--- config.mk ---
export PLATFORM = sky130hd
export DESIGN_NAME = alarm_aggregator
export DESIGN_NICKNAME = d
export VERILOG_FILES = /design/src/logic/alarm_pkg.sv /design/src/logic/alarm_aggregator.sv
export SDC_FILE = /design/constraint.sdc
export NUM_CORES = 1
export LEC_CHECK = 0
export BUFFER_PORTS_ARGS = -buffer_cell sky130_fd_sc_hd__buf_2
export CAP_MARGIN = 10
export CORE_ASPECT_RATIO = 2
export CORE_MARGIN = 3
export CORE_UTILIZATION = 26
export CTS_CLUSTER_SIZE = 20
export DETAILED_ROUTE_END_ITERATION = 8
export SYNTH_ARGS = -nofsm -noshare
export SYNTH_HDL_FRONTEND = slang
export SYNTH_SLANG_ARGS = --single-unit
--- constraint.sdc ---
create_clock -name clk -period 3.3 [get_ports clk]
set_clock_uncertainty 0.05 [all_clocks]
set_input_delay 0.165 -clock clk [delete_from_list [all_inputs] [get_ports clk]]
set_output_delay 0.165 -clock clk [all_outputs]
set_load 0.02 [all_outputs]
--- src/logic/alarm_pkg.sv ---
// Constants shared by the alarm aggregator: register map, pin layout, timing
package alarm_pkg;
    // Register byte offsets
    localparam logic [3:0] CONTROL_OFFSET = 4'h0;
    localparam logic [3:0] STATUS_OFFSET = 4'h4;
    localparam logic [3:0] LEVELS_OFFSET = 4'h8;
    // Control register fields
    localparam int DUAL_CPU_BIT = 0;
    localparam int THRESH_LSB = 8;
    localparam int THRESH_W = 8;
    // Values after reset
    localparam logic DUAL_CPU_RESET = 1'b1;
    localparam logic [7:0] THRESH_RESET = 8'h50;
    // Relay count and fault source positions
    localparam int RELAY_N = 2;
    localparam int SRC_N = 5;
    localparam int SRC_SUP1 = 0;
    localparam int SRC_SUP2 = 1;
    localparam int SRC_CPU = 2;
    localparam int SRC_FAN = 3;
    localparam int SRC_FRAME = 4;
    // Pin vector layout, all taken from outside the clock domain
    localparam int PIN_SUP1_LOW = 0;
    localparam int PIN_SUP2_LOW = 1;
    localparam int PIN_CPU_HOT = 2;
    localparam int PIN_CPU_A = 3;
    localparam int PIN_CPU_B = 4;
    localparam int PIN_FAN1_STOP = 5;
    localparam int PIN_FAN2_STOP = 6;
    localparam int PIN_SUP_HOT = 7;
    localparam int PIN_ACK = 8;
    localparam int PIN_RAIL_LSB = 9;
    localparam int RAIL_N = 4;
    localparam int PIN_TEMP_LSB = 13;
    localparam int TEMP_W = 8;
    localparam int PIN_W = 21;
    // Flash timing: half period of the main lamp blink
    localparam int CLK_PERIOD_NS = 10;
    localparam int FLASH_HALF_MS = 500;
    localparam int FLASH_HALF_CYCLES = FLASH_HALF_MS * 1000000 / CLK_PERIOD_NS;
endpackage

--- src/logic/alarm_aggregator.sv ---
// Frame alarm aggregation, acknowledge handling, lamps, relays and fans
//
// The implementer's own choices: the placing of the registers and the Avalon-MM register port.
`timescale 1ns/1ps

// How it works
// - Either supply unit low raises alarm
// - CPU overheat or card removal raises alarm
// - Either cooling fan stopped raises alarm
// - Frame temperature above threshold raises alarm
// - Alarm flashes main lamp, sounds buzzer
// - Alarm drives all relay outputs active
// - Four cause lamps show alarm source
// - Acknowledge silences buzzer despite fault
// - Acknowledge releases all alarm relays
// - Main lamp flashes until originals clear
// - New faults silent until originals clear
// - Outside-alarm lamp follows active relays
// - Temperature lamp: CPU overheat or removal
// - Removal detected only with two cards
// - Fan-fail lamp when either fan stops
// - Supply fail lamp follows its unit
// - Primary fan running except during reset
// - Supply overheat switches second fan on
// - Fan-on lamp while second fan runs
// - Rail-good lamps follow rail presence
module alarm_aggregator #(
    parameter int FLASH_HALF = alarm_pkg::FLASH_HALF_CYCLES
) (
    input wire logic clk,
    input wire logic rst,
    input wire logic supply1_low,
    input wire logic supply2_low,
    input wire logic cpu_overtemp,
    input wire logic cpu_a_present,
    input wire logic cpu_b_present,
    input wire logic fan1_stopped,
    input wire logic fan2_stopped,
    input wire logic supply_overtemp,
    input wire logic ack_button,
    input wire logic [alarm_pkg::RAIL_N-1:0] rail_present,
    input wire logic [alarm_pkg::TEMP_W-1:0] frame_temp,
    input wire logic [3:0] avs_address,
    input wire logic avs_read,
    input wire logic avs_write,
    input wire logic [31:0] avs_writedata,
    input wire logic [3:0] avs_byteenable,
    output logic [31:0] avs_readdata,
    output logic avs_waitrequest,
    output logic main_alarm_lamp,
    output logic buzzer,
    output logic [alarm_pkg::RELAY_N-1:0] alarm_relay,
    output logic outside_alarm_lamp,
    output logic temp_lamp,
    output logic fan_fail_lamp,
    output logic first_supply_fail_lamp,
    output logic second_supply_fail_lamp,
    output logic fan_on_lamp,
    output logic primary_fan_on,
    output logic second_fan_on,
    output logic [alarm_pkg::RAIL_N-1:0] rail_good_lamp
);
    import alarm_pkg::*;

    // Whole module state
    typedef struct packed {
        logic [PIN_W-1:0] s1;         // First sync stage, read only by s2
        logic [PIN_W-1:0] s2;
        logic [PIN_W-1:0] s3;
        logic [PIN_W-1:0] stab;       // Accepted level once s2 and s3 agree
        logic ack_prev;               // For acknowledge edge
        logic silenced;               // Acknowledged, waiting for originals
        logic [SRC_N-1:0] orig;       // Sources latched at acknowledge
        logic [31:0] flash_cnt;
        logic flash_ph;
        logic dual_cpu;
        logic [THRESH_W-1:0] thresh;
        logic wreq;                   // Waitrequest, low for one answer cycle
        logic [31:0] rdata;
        logic main_lamp;
        logic buzz;
        logic [RELAY_N-1:0] relay;
        logic outside_lamp;
        logic temp_l;
        logic fan_fail_l;
        logic sup1_l;
        logic sup2_l;
        logic fan_on_l;
        logic fan1_on;
        logic fan2_on;
        logic [RAIL_N-1:0] rail_l;
    } state_t;

    state_t st_r;   // Registered state
    state_t st_nxt; // Next state

    // Pin vector gathered in package layout
    // Bit order here must match the package pin positions
    logic [PIN_W-1:0] pins;
    assign pins = {frame_temp, rail_present, ack_button, supply_overtemp, fan2_stopped,
        fan1_stopped, cpu_b_present, cpu_a_present, cpu_overtemp, supply2_low, supply1_low};

    // Fault decode from accepted levels
    logic cpu_removed;
    logic frame_hot;
    logic [SRC_N-1:0] faults;
    logic any_fault;
    logic ack_edge;
    logic req;
    logic [31:0] status_word;
    logic [31:0] control_word;
    logic [31:0] levels_word;

    always_comb begin
        // Removal only counts when two cards are declared fitted
        cpu_removed = st_r.dual_cpu &
            (~st_r.stab[PIN_CPU_A] | ~st_r.stab[PIN_CPU_B]);
        frame_hot = st_r.stab[PIN_TEMP_LSB +: TEMP_W] > st_r.thresh;
        faults = '0;
        faults[SRC_SUP1] = st_r.stab[PIN_SUP1_LOW];
        faults[SRC_SUP2] = st_r.stab[PIN_SUP2_LOW];
        faults[SRC_CPU] = st_r.stab[PIN_CPU_HOT] | cpu_removed;
        faults[SRC_FAN] = st_r.stab[PIN_FAN1_STOP] | st_r.stab[PIN_FAN2_STOP];
        faults[SRC_FRAME] = frame_hot;
        any_fault = |faults;
        ack_edge = st_r.stab[PIN_ACK] & ~st_r.ack_prev;
        req = avs_read | avs_write;
    end

    // Register views
    // Status bits 0-4 are live faults, bits 8-12 hold the original set, bits 16-19 show silence, buzzer, lamp and fan
    always_comb begin
        control_word = '0;
        control_word[DUAL_CPU_BIT] = st_r.dual_cpu;
        control_word[THRESH_LSB +: THRESH_W] = st_r.thresh;
        status_word = '0;
        status_word[SRC_N-1:0] = faults;
        status_word[8 +: SRC_N] = st_r.orig;
        status_word[16] = st_r.silenced;
        status_word[17] = st_r.buzz;
        status_word[18] = st_r.main_lamp;
        status_word[19] = st_r.fan2_on;
        levels_word = '0;
        levels_word[PIN_W-1:0] = st_r.stab;
    end

    // Next state
    always_comb begin
        st_nxt = st_r;

        // Three-stage sync, accept a bit once stages two and three agree
        st_nxt.s1 = pins;
        st_nxt.s2 = st_r.s1;
        st_nxt.s3 = st_r.s2;
        st_nxt.stab = (st_r.s2 & st_r.s3) | (st_r.stab & (st_r.s2 | st_r.s3));
        st_nxt.ack_prev = st_r.stab[PIN_ACK];

        // Acknowledge and original-source tracking
        if (st_r.silenced) begin
            // Originals drop out one by one as they clear
            st_nxt.orig = st_r.orig & faults;
            if ((st_r.orig & faults) == '0) begin
                st_nxt.silenced = 1'b0;
            end
        end else if (ack_edge && any_fault) begin
            // Acknowledge with no alarm present is ignored
            st_nxt.silenced = 1'b1;
            st_nxt.orig = faults;
        end

        // Free-running blink so all flashing lamps share one phase
        // A lamp that lights mid-phase may show a short first flash
        if (st_r.flash_cnt >= 32'(FLASH_HALF - 1)) begin
            st_nxt.flash_cnt = '0;
            st_nxt.flash_ph = ~st_r.flash_ph;
        end else begin
            st_nxt.flash_cnt = st_r.flash_cnt + 32'h0000_0001;
        end

        // Main lamp: original sources while silenced, any fault otherwise
        st_nxt.main_lamp = st_nxt.flash_ph &
            (st_nxt.silenced ? (|st_nxt.orig) : any_fault);
        // Buzzer and relays only while not silenced
        st_nxt.buzz = ~st_nxt.silenced & any_fault;
        st_nxt.relay = {RELAY_N{~st_nxt.silenced & any_fault}};
        st_nxt.outside_lamp = ~st_nxt.silenced & any_fault;
        st_nxt.temp_l = faults[SRC_CPU];
        st_nxt.fan_fail_l = faults[SRC_FAN];
        st_nxt.sup1_l = faults[SRC_SUP1];
        st_nxt.sup2_l = faults[SRC_SUP2];
        st_nxt.fan1_on = 1'b1;
        st_nxt.fan2_on = st_r.stab[PIN_SUP_HOT];
        st_nxt.fan_on_l = st_r.stab[PIN_SUP_HOT];
        st_nxt.rail_l = st_r.stab[PIN_RAIL_LSB +: RAIL_N];

        // Avalon slave: one wait cycle, answer in the next
        // Fixed latency keeps the master simple, no further back-pressure
        // Requests are taken only while waitrequest is high
        if (!st_r.wreq) begin
            st_nxt.wreq = 1'b1;
            // Write lands on the edge the master sees waitrequest low
            if (avs_write && avs_address == CONTROL_OFFSET) begin
                if (avs_byteenable[0]) begin
                    st_nxt.dual_cpu = avs_writedata[DUAL_CPU_BIT];
                end
                if (avs_byteenable[1]) begin
                    st_nxt.thresh = avs_writedata[THRESH_LSB +: THRESH_W];
                end
            end
        end else if (req) begin
            st_nxt.wreq = 1'b0;
            // Unmapped addresses read zero, writes there are dropped
            if (avs_address == CONTROL_OFFSET) begin
                st_nxt.rdata = control_word;
            end else if (avs_address == STATUS_OFFSET) begin
                st_nxt.rdata = status_word;
            end else if (avs_address == LEVELS_OFFSET) begin
                st_nxt.rdata = levels_word;
            end else begin
                st_nxt.rdata = '0;
            end
        end
    end

    // State register, synchronous reset clears all alarm and lamp state
    // Control register returns to its defaults with every reset
    // Presence bits read absent for a few cycles after reset
    always_ff @(posedge clk) begin
        if (rst) begin
            st_r <= '0;
            st_r.dual_cpu <= DUAL_CPU_RESET;
            st_r.thresh <= THRESH_RESET;
            st_r.wreq <= 1'b1;
        end else begin
            st_r <= st_nxt;
        end
    end

    // Outputs straight from state flip-flops
    // Nothing is decoded on the way out, so lamps never glitch
    assign avs_readdata = st_r.rdata;
    assign avs_waitrequest = st_r.wreq;
    assign main_alarm_lamp = st_r.main_lamp;
    assign buzzer = st_r.buzz;
    assign alarm_relay = st_r.relay;
    assign outside_alarm_lamp = st_r.outside_lamp;
    assign temp_lamp = st_r.temp_l;
    assign fan_fail_lamp = st_r.fan_fail_l;
    assign first_supply_fail_lamp = st_r.sup1_l;
    assign second_supply_fail_lamp = st_r.sup2_l;
    assign fan_on_lamp = st_r.fan_on_l;
    assign primary_fan_on = st_r.fan1_on;
    assign second_fan_on = st_r.fan2_on;
    assign rail_good_lamp = st_r.rail_l;

    // Checks on the alarm behaviour
    a_supply_alarm: assert property (@(posedge clk) disable iff (rst)
        (faults[SRC_SUP1] && !st_r.silenced && !ack_edge) |=> buzzer)
        else $error("supply fault did not sound buzzer");

    a_cpu_removal: assert property (@(posedge clk) disable iff (rst)
        (!st_r.dual_cpu && !st_r.stab[PIN_CPU_HOT]) |=> !temp_lamp)
        else $error("temperature lamp lit with single card");

    a_relay_buzz: assert property (@(posedge clk) disable iff (rst)
        alarm_relay == {RELAY_N{buzzer}} && outside_alarm_lamp == buzzer)
        else $error("relays, buzzer and outside lamp disagree");

    a_ack_silence: assert property (@(posedge clk) disable iff (rst)
        (ack_edge && any_fault && !st_r.silenced) |=> (!buzzer && alarm_relay == '0))
        else $error("acknowledge did not silence buzzer and relays");

    a_silent_hold: assert property (@(posedge clk) disable iff (rst)
        (st_r.silenced && (st_r.orig & faults) != '0) |=> (!buzzer && st_r.silenced))
        else $error("buzzer returned before originals cleared");

    a_lamp_flash: assert property (@(posedge clk) disable iff (rst)
        main_alarm_lamp |-> (st_r.flash_ph && (st_r.silenced ? |st_r.orig : 1'b1)))
        else $error("main lamp lit outside flash phase");

    a_second_fan: assert property (@(posedge clk) disable iff (rst)
        $rose(st_r.stab[PIN_SUP_HOT]) |=> (second_fan_on && fan_on_lamp))
        else $error("second fan or its lamp did not follow overheat");

    a_primary_fan: assert property (@(posedge clk) disable iff (rst)
        $past(!rst) |-> primary_fan_on)
        else $error("primary fan stopped");

    a_sync_accept: assert property (@(posedge clk) disable iff (rst)
        (st_r.s2[PIN_ACK] == st_r.s3[PIN_ACK]) |=> st_r.stab[PIN_ACK] == $past(st_r.s3[PIN_ACK]))
        else $error("agreed sync stages not accepted");

    a_rail_lamp: assert property (@(posedge clk) disable iff (rst)
        ##1 rail_good_lamp == $past(st_r.stab[PIN_RAIL_LSB +: RAIL_N]))
        else $error("rail lamp does not follow rail");

    // Lamp copies are checked only from the second cycle after reset,
    // since the first output update still comes from the reset state.
    // Antecedents that the reset state can make true carry a !rst term,
    // as the edge that leaves reset still samples it high.

    // Second supply unit low sounds the buzzer like the first
    a_supply2_alarm: assert property (@(posedge clk) disable iff (rst)
        (st_r.stab[PIN_SUP2_LOW] && !st_r.silenced && !ack_edge) |=> buzzer)
        else $error("second supply fault did not sound buzzer");

    // Processor overheat raises the alarm
    a_cpu_alarm: assert property (@(posedge clk) disable iff (rst)
        (st_r.stab[PIN_CPU_HOT] && !st_r.silenced && !ack_edge) |=> buzzer)
        else $error("processor overheat did not sound buzzer");

    // Either stopped fan raises the alarm
    a_fan_alarm: assert property (@(posedge clk) disable iff (rst)
        ((st_r.stab[PIN_FAN1_STOP] || st_r.stab[PIN_FAN2_STOP])
            && !st_r.silenced && !ack_edge) |=> buzzer)
        else $error("stopped fan did not sound buzzer");

    // Frame above threshold energises every relay
    a_frame_alarm: assert property (@(posedge clk) disable iff (rst)
        ((st_r.stab[PIN_TEMP_LSB +: TEMP_W] > st_r.thresh) && !st_r.silenced && !ack_edge)
            |=> alarm_relay == {RELAY_N{1'b1}})
        else $error("frame overheat did not drive relays");

    // Any fault while not silenced lights the main lamp in the lit phase
    a_alarm_lamp: assert property (@(posedge clk) disable iff (rst)
        (!rst && any_fault && !st_r.silenced && st_nxt.flash_ph) |=> main_alarm_lamp)
        else $error("main lamp dark during alarm");

    // Acknowledge with nothing wrong leaves the block armed
    a_ack_ignored: assert property (@(posedge clk) disable iff (rst)
        (ack_edge && !any_fault && !st_r.silenced) |=> !st_r.silenced)
        else $error("acknowledge without fault silenced the block");

    // Relays stay released for the whole silenced period
    a_relay_release: assert property (@(posedge clk) disable iff (rst)
        st_r.silenced |-> (alarm_relay == '0 && !buzzer))
        else $error("relay active while silenced");

    // Originals still present keep the lamp flashing
    a_orig_flash: assert property (@(posedge clk) disable iff (rst)
        (st_r.silenced && (st_r.orig & faults) != '0 && st_nxt.flash_ph) |=> main_alarm_lamp)
        else $error("main lamp dark while originals remain");

    // No fault and not silenced means a dark main lamp
    a_lamp_quiet: assert property (@(posedge clk) disable iff (rst)
        (!st_r.silenced && !any_fault) |=> !main_alarm_lamp)
        else $error("main lamp lit with no fault");

    // Once originals clear, a remaining new fault sounds again
    a_silence_end: assert property (@(posedge clk) disable iff (rst)
        (st_r.silenced && (st_r.orig & faults) == '0 && any_fault) |=> buzzer)
        else $error("new fault silent after originals cleared");

    // Outside lamp only with relays energised
    a_outside_lamp: assert property (@(posedge clk) disable iff (rst)
        outside_alarm_lamp |-> (alarm_relay == {RELAY_N{1'b1}}))
        else $error("outside lamp lit with relays idle");

    // Temperature lamp follows overheat or removal
    a_temp_lamp: assert property (@(posedge clk) disable iff (rst)
        $past(!rst) |-> temp_lamp == $past(st_r.stab[PIN_CPU_HOT] | cpu_removed))
        else $error("temperature lamp wrong");

    // Fan-fail lamp follows either stopped fan
    a_fan_fail_lamp: assert property (@(posedge clk) disable iff (rst)
        $past(!rst) |-> fan_fail_lamp ==
            $past(st_r.stab[PIN_FAN1_STOP] | st_r.stab[PIN_FAN2_STOP]))
        else $error("fan-fail lamp wrong");

    // Each supply lamp follows its own unit
    a_supply_lamps: assert property (@(posedge clk) disable iff (rst)
        $past(!rst) |-> (first_supply_fail_lamp == $past(st_r.stab[PIN_SUP1_LOW])
            && second_supply_fail_lamp == $past(st_r.stab[PIN_SUP2_LOW])))
        else $error("supply fail lamp wrong");

    // Second fan stops once no unit is hot
    a_fan2_off: assert property (@(posedge clk) disable iff (rst)
        !st_r.stab[PIN_SUP_HOT] |=> !second_fan_on)
        else $error("second fan on without overheat");

    // Fan-on lamp and second fan always agree
    a_fan_lamp: assert property (@(posedge clk) disable iff (rst)
        fan_on_lamp == second_fan_on)
        else $error("fan-on lamp disagrees with second fan");
endmodule

==> impl_metrics.yaml, run 1 <==
route:
  drc: 0
  drtPass1Iterations: 4
  ant_nets: 0
  wl_um: 14570
  vias: 4657
  vias_per_cell: 4.431
  wl_per_cell_um: 13.86
  drtIter0Drc: 226
grt:
  overflow: 0
  antenna_found_initial: 0
  grt_pass1_wl_um: 22850
  grt_util_all_layers: 0.1134
  grt_pass1_vias: 4532
  grt_max_degree: 73
place:
  gp_congestion: 0.8343
  dp_cells: 988
  portBuffers: 77
  dp_hpwl_um: 10540
  pre_cts_ws_ps: 1003
  placed_area_mm2: 0.006797
clock_network:
  numCtsBuffers: 17
  clockBufferDepth: 2
  cts-resized-gates: 0
  htreeDepth: 4
  ctsHoldBuffers: 31
  cts.sinks: 167
  root_buffer: "clkbuf_16"
  clk_pin_slew_ps: 60
  cts_tree: "built"
  post_cts_buffers: 0
  clk_latency_ps: 420
power_and_ir_drop:
  power_density_mw_per_mm2: 546.8
  swShare: 0.2162
  switchingPower_uw: 908.0
  combPwrFrac: 0.051
  p_leak_nw: 2.919
  seqPwrFrac: 0.497
  p_int_mw: 3.292
  clkPwrFrac: 0.452
  ir_drop_mv: 0.3628
finish:
  drive_gt1_frac: 0.1623
  nets: 825
  n_fill_cell: 2433
  final_cell_area_mm2: 0.007680
  instances_no_fill: 1051
  n_antenna_cell: 0
  area_growth_pct: 20.57
yosys:
  synth_area_mm2: 0.006370
  synth_top_area_frac: 0.5248
  synth_top_area_cell: "dfxtp_1"
  synthTopCellsByCount: "dfxtp_1, nor2b_1, nor2_1"
  ys_warn_count: 0
  ys_types: 57
  syn_inst: 671
  synthArstFlopShare: 0
  synth_xor_area_frac: 0.03300
  post_synth_fa_ha_maj_area_fraction: 0.01768
  seq_area_frac_synth: 0.5248
  synth_area_per_cell_um2: 9.493
  synth_compound_area_frac: 0.1112
  synth_mux_area_frac: 0.009625
  ys_ff_latch: 167
  synthTopCellsByArea: "dfxtp_1, nor2b_1, buf_4"
  post-synth-top-count-cell: "dfxtp_1"
  synth_edf_count: 0
  synth_top_family_by_area: "simple AND/OR/NAND/NOR gates"
  synth-simple-area-share: 0.2255
  synth_flop_cell: "dfxtp_1"
timing:
  final.setup.tns_ps: 0
  relSlewSlack: 0.3914
  fin_ws_ps: 1045
  fin_crit_sh: 0.6834
  setup_viol: 0
  hold_slack_ps: 56.46
  final.min_clock_period_ps: 2255
  max_freq_ghz: 0.4434
  finalHoldViolCount: 0
  slew_viol_final: 0
  worstMarginPinSlew_ps: 912.9
  rsz0062_at_grt: "false"
floorplanning:
  rows: 80
  die_h_um: 227.4
  die_area_mm2: 0.02653
  core_area_mm2: 0.02402
  fp.dieW_um: 116.7
  start_util: 0.2652
  io_pins: 114
job:
  maxCapViolCount: 0
worst_setup_path:
  critPathBufInv: 0
  max_stage_delay_ps: 720
  cp.required_ps: 3520
  cp-end-kind: "flop"
  worst-path-max-fanout: 26
  startpoint_type: "flop"
  worst_path_dominant_cell_family: "compound AO/OA/AOI/OAI gates"
  arrival_ps: 2480
  path_cells: "ha_1, nand4_2, o211ai_1, a21o_1, a211o_1, nor2_1"
  slowest_stage: "a211o_1"
  path_class: "reg -> reg"
run_status:
  outcome: "finished, final reports clean"
hold_path:
  min_path_type: "in -> reg"
==> per-layer routing <==
| metal | vias up | share of wire | track usage |
|---|---|---|---|
| met5 | - | 0 | 0 |
| met4 | 0 | 0.037 | 0.07148 |
| met3 | 24 | 0.038 | 0.02314 |
| met2 | 114 | 0.55 | 0.2071 |
| met1 | 2146 | 0.37 | 0.1138 |
| li1 | 2373 | - | - |
==> stage by stage <==
stage	utilization	total power, mW
2_1_floorplan	-	2.270
3_3_place_gp	0.2829	2.320
3_5_place_dp	0.2829	2.324
4_1_cts	0.3197	4.264
5_1_grt	0.3197	4.357
6_report	0.3197	4.200
==> tightest hold or removal path, stage by stage <==
cell and delay [ps]:
buf_2 160, nand3_1 100, a21oi_1 50
==> kinds of logic after synthesis <==
| family | after synthesis |
|---|---|
| buffers and inverters | 86 |
| adders and majority gates | 9 |
| other | 1 |
| DFF | 167 |
| and+or+nand+nor | 265 |
| muxes | 6 |
| AOI/OAI and AO/OA | 113 |
| xor gates and xnor gates | 24 |
==> flip-flops by register name, indices dropped and copies added (netlist names), 2 cells and up <==
name	flops
st_nxt	42
avs_readdata	21
levels_word	19
st_r	61
rail_good_lamp	4
control_word	9
faults	2
==> final timing paths <==
path         cells past startpoint          endpoint         startpoint  slack (ps)
min reg2reg                      1       st_nxt[137]        st_nxt[158]         380
max                              6          st_r[80]           st_r[59]        1040
max reg2reg                      6          st_r[80]           st_r[59]        1040
min                              3  control_word[13]  avs_byteenable[1]          60
==> power by group through the flow <==
| stage | sequential [mW] | combinational, mW | clock, mW |
|---|---|---|---|
| global route | 2.09 | 0.239 | 2.03 |
| finish | 2.09 | 0.215 | 1.90 |
| detailed placement | 2.13 | 0.192 | 0 |
| CTS | 2.09 | 0.220 | 1.96 |
| global placement | 2.13 | 0.189 | 0 |
| floorplan | 2.13 | 0.139 | 0 |
==> cells in the final DEF (no fill, tap or decap), types with 5 or more instances in the layout <==
cell type	instances
nand4_1	5
ha_1	9
nor3_1	15
a22oi_1	11
nor2_1	58
a221oi_1	11
xnor2_1	17
o21ai_0	33
mux2i_1	5
nand3_1	20
clkbuf_16	17
dfxtp_1	167
xor2_1	7
and4_1	5
nand2_1	54
dlygate4sd3_1	31
nor2b_1	75
a21oi_1	30
conb_1	17
o21ai_1	5
inv_1	19
clkbuf_8	5
buf_2	76
==> final cells by class <==
class,count,area [um^2],share of cell area
sequential,167,3343,0.4353
inverter,19,71.32,0.009286
tap,287,359.1,0.04676
multi-input combinational,434,2592,0.3376
clock inverter,7,67.56,0.008798
timing repair buffer,112,740.7,0.09645
clock buffer,25,505.5,0.06582
(Power assumes the default switching activity.)
==> inputs of run 2 (changes only) <==
- clock period: 3.3 -> 2.1 ns (I/O delays scaled with it)
==> impl_metrics.yaml, run 2 (synthesis results as in run 1) <==
timing:
  max_freq_ghz: 0.4869
  hold_slack_ps: 28.03
  fin_ws_ps: 46.11
  worstMarginPinSlew_ps: 632.5
  slew_viol_final: 0
  fin_crit_sh: 0.9780
  finalHoldViolCount: 0
  relSlewSlack: 0.5751
  setup_viol: 0
  final.min_clock_period_ps: 2054
  final.setup.tns_ps: 0
power_and_ir_drop:
  seqPwrFrac: 0.496
  power_mw: 6.612
  ir_drop_mv: 0.6821
  p_leak_nw: 3.082
  clkPwrFrac: 0.451
  combPwrFrac: 0.053
  power_density_mw_per_mm2: 824.3
  p_int_mw: 5.173
  switchingPower_mw: 1.439
  swShare: 0.2176
clock_network:
  htreeDepth: 4
  cts.sinks: 167
  numCtsBuffers: 17
  clk_pin_slew_ps: 60
  root_buffer: "clkbuf_16"
  cts_tree: "built"
  clk_latency_ps: 430
  clockBufferDepth: 2
route:
  highest_layer: "met4"
  route.met3.wl_um: 541
  drtPass1Iterations: 4
  m1WireLength_um: 5473
  ant_nets: 0
  route.met2.wl_um: 8581
  vias_per_cell: 4.424
  drc: 0
  drtIter0Drc: 275
  wl_per_cell_um: 13.91
  wl_um: 15060
  vias: 4791
worst_setup_path:
  startpoint_type: "flop"
  reg2reg_depth: 7
  worst_path_dominant_cell_family: "compound AO/OA/AOI/OAI gates"
  path_cells: "inv_1, ha_4, a211oi_2, nor2_1, o31a_1, a211o_1, a221oi_1"
  worst-path-max-fanout: 6
  critPathBufInv: 1
  path_class: "reg -> reg"
  arrival_ps: 2340
  r2r_slack_ps: 50
  slowest_stage: "o31a_1"
  max_stage_delay_ps: 390
  r2r-start: "control_word[13]"
  cp.required_ps: 2380
  cp-end-kind: "flop"
  cp.depth: 7
  reg2reg_to: "st_r[94]"
grt:
  antenna_found_initial: 0
  grt_max_degree: 48
  grt_pass1_wl_um: 23720
  grt_pass1_vias: 4756
  overflow: 0
  grt_util_all_layers: 0.1174
finish:
  final_common_cell: "dfxtp_1"
  n_fill_cell: 2452
  instances_no_fill: 1083
  final_util: 0.3339
  nets: 857
  seqCellArea_mm2: 0.003349
  final_cell_area_mm2: 0.008021
  n_antenna_cell: 0
  drive_gt1_frac: 0.2023
  final_cell_mix: "dfxtp_1, buf_2, nor2b_1"
  largest_reg_flops: 61
  regMostFlops: "st_r"
  area_growth_pct: 25.93
  multi_input_area_mm2: 0.002661
floorplanning:
  die_h_um: 227.4
  rows: 80
  start_util: 0.2652
  core_area_mm2: 0.02402
  io_pins: 114
  die_area_mm2: 0.02653
  fp.dieW_um: 116.7
place:
  portBuffers: 77
  dp_hpwl_um: 10950
  placed_area_mm2: 0.006962
  pre_cts_ws_ps: -18.47
  dp_cells: 1010
  gp_congestion: 0.8224
hold_path:
  min-delay-start: "rst"
  min_path_type: "in -> reg"
  holdPathEnd: "st_r[128]"
  min_path_cells: 2
run_status:
  outcome: "finished, final reports clean"
job:
  maxCapViolCount: 0
==> run 2: cell type report <==
type | count | area share
Tap cell | 287 | 0.04477
Clock inverter | 8 | 0.008735
Timing Repair Buffer | 144 | 0.1257
Multi-Input combinational cell | 434 | 0.3318
Sequential cell | 167 | 0.4176
Inverter | 19 | 0.008891
Clock buffer | 24 | 0.06255
==> run 2: worst max-delay path by stage <==
stage	startpoint	to	slack (ps)
after floorplan	control_word[13]	st_r[94]	180
after global placement	control_word[13]	st_r[94]	20
after detailed placement	control_word[13]	st_r[94]	-20
after CTS	levels_word[20]	st_r[94]	10
after global routing	control_word[13]	st_r[96]	-20
final	control_word[13]	st_r[94]	50
==> run 2: timing repair <==
action	4_1_cts	5_1_grt
cloned	0	0
setup endpoints to repair	1	5
endpoints found under the hold margin	30	0
buffers inserted	0	2
hold buffers	39	0
pin swaps	1	4
gates resized for setup	0	16
==> run 2: layer usage <==
| layer | vias to the layer above | GRT usage |
|---|---|---|
| met5 | - | 0 |
| met1 | 2242 | 0.1128 |
| met2 | 90 | 0.2238 |
| met3 | 22 | 0.02634 |
| li1 | 2437 | - |
| met4 | 0 | 0.06333 |
==> run 2: power groups by stage <==
stage	sequential [mW]	clock [mW]	combinational, mW
6_report	3.28	2.98	0.351
5_1_grt	3.29	3.19	0.386
4_1_cts	3.28	3.07	0.352
3_5_place_dp	3.35	0	0.308
3_3_place_gp	3.35	0	0.306
2_1_floorplan	3.35	0	0.219
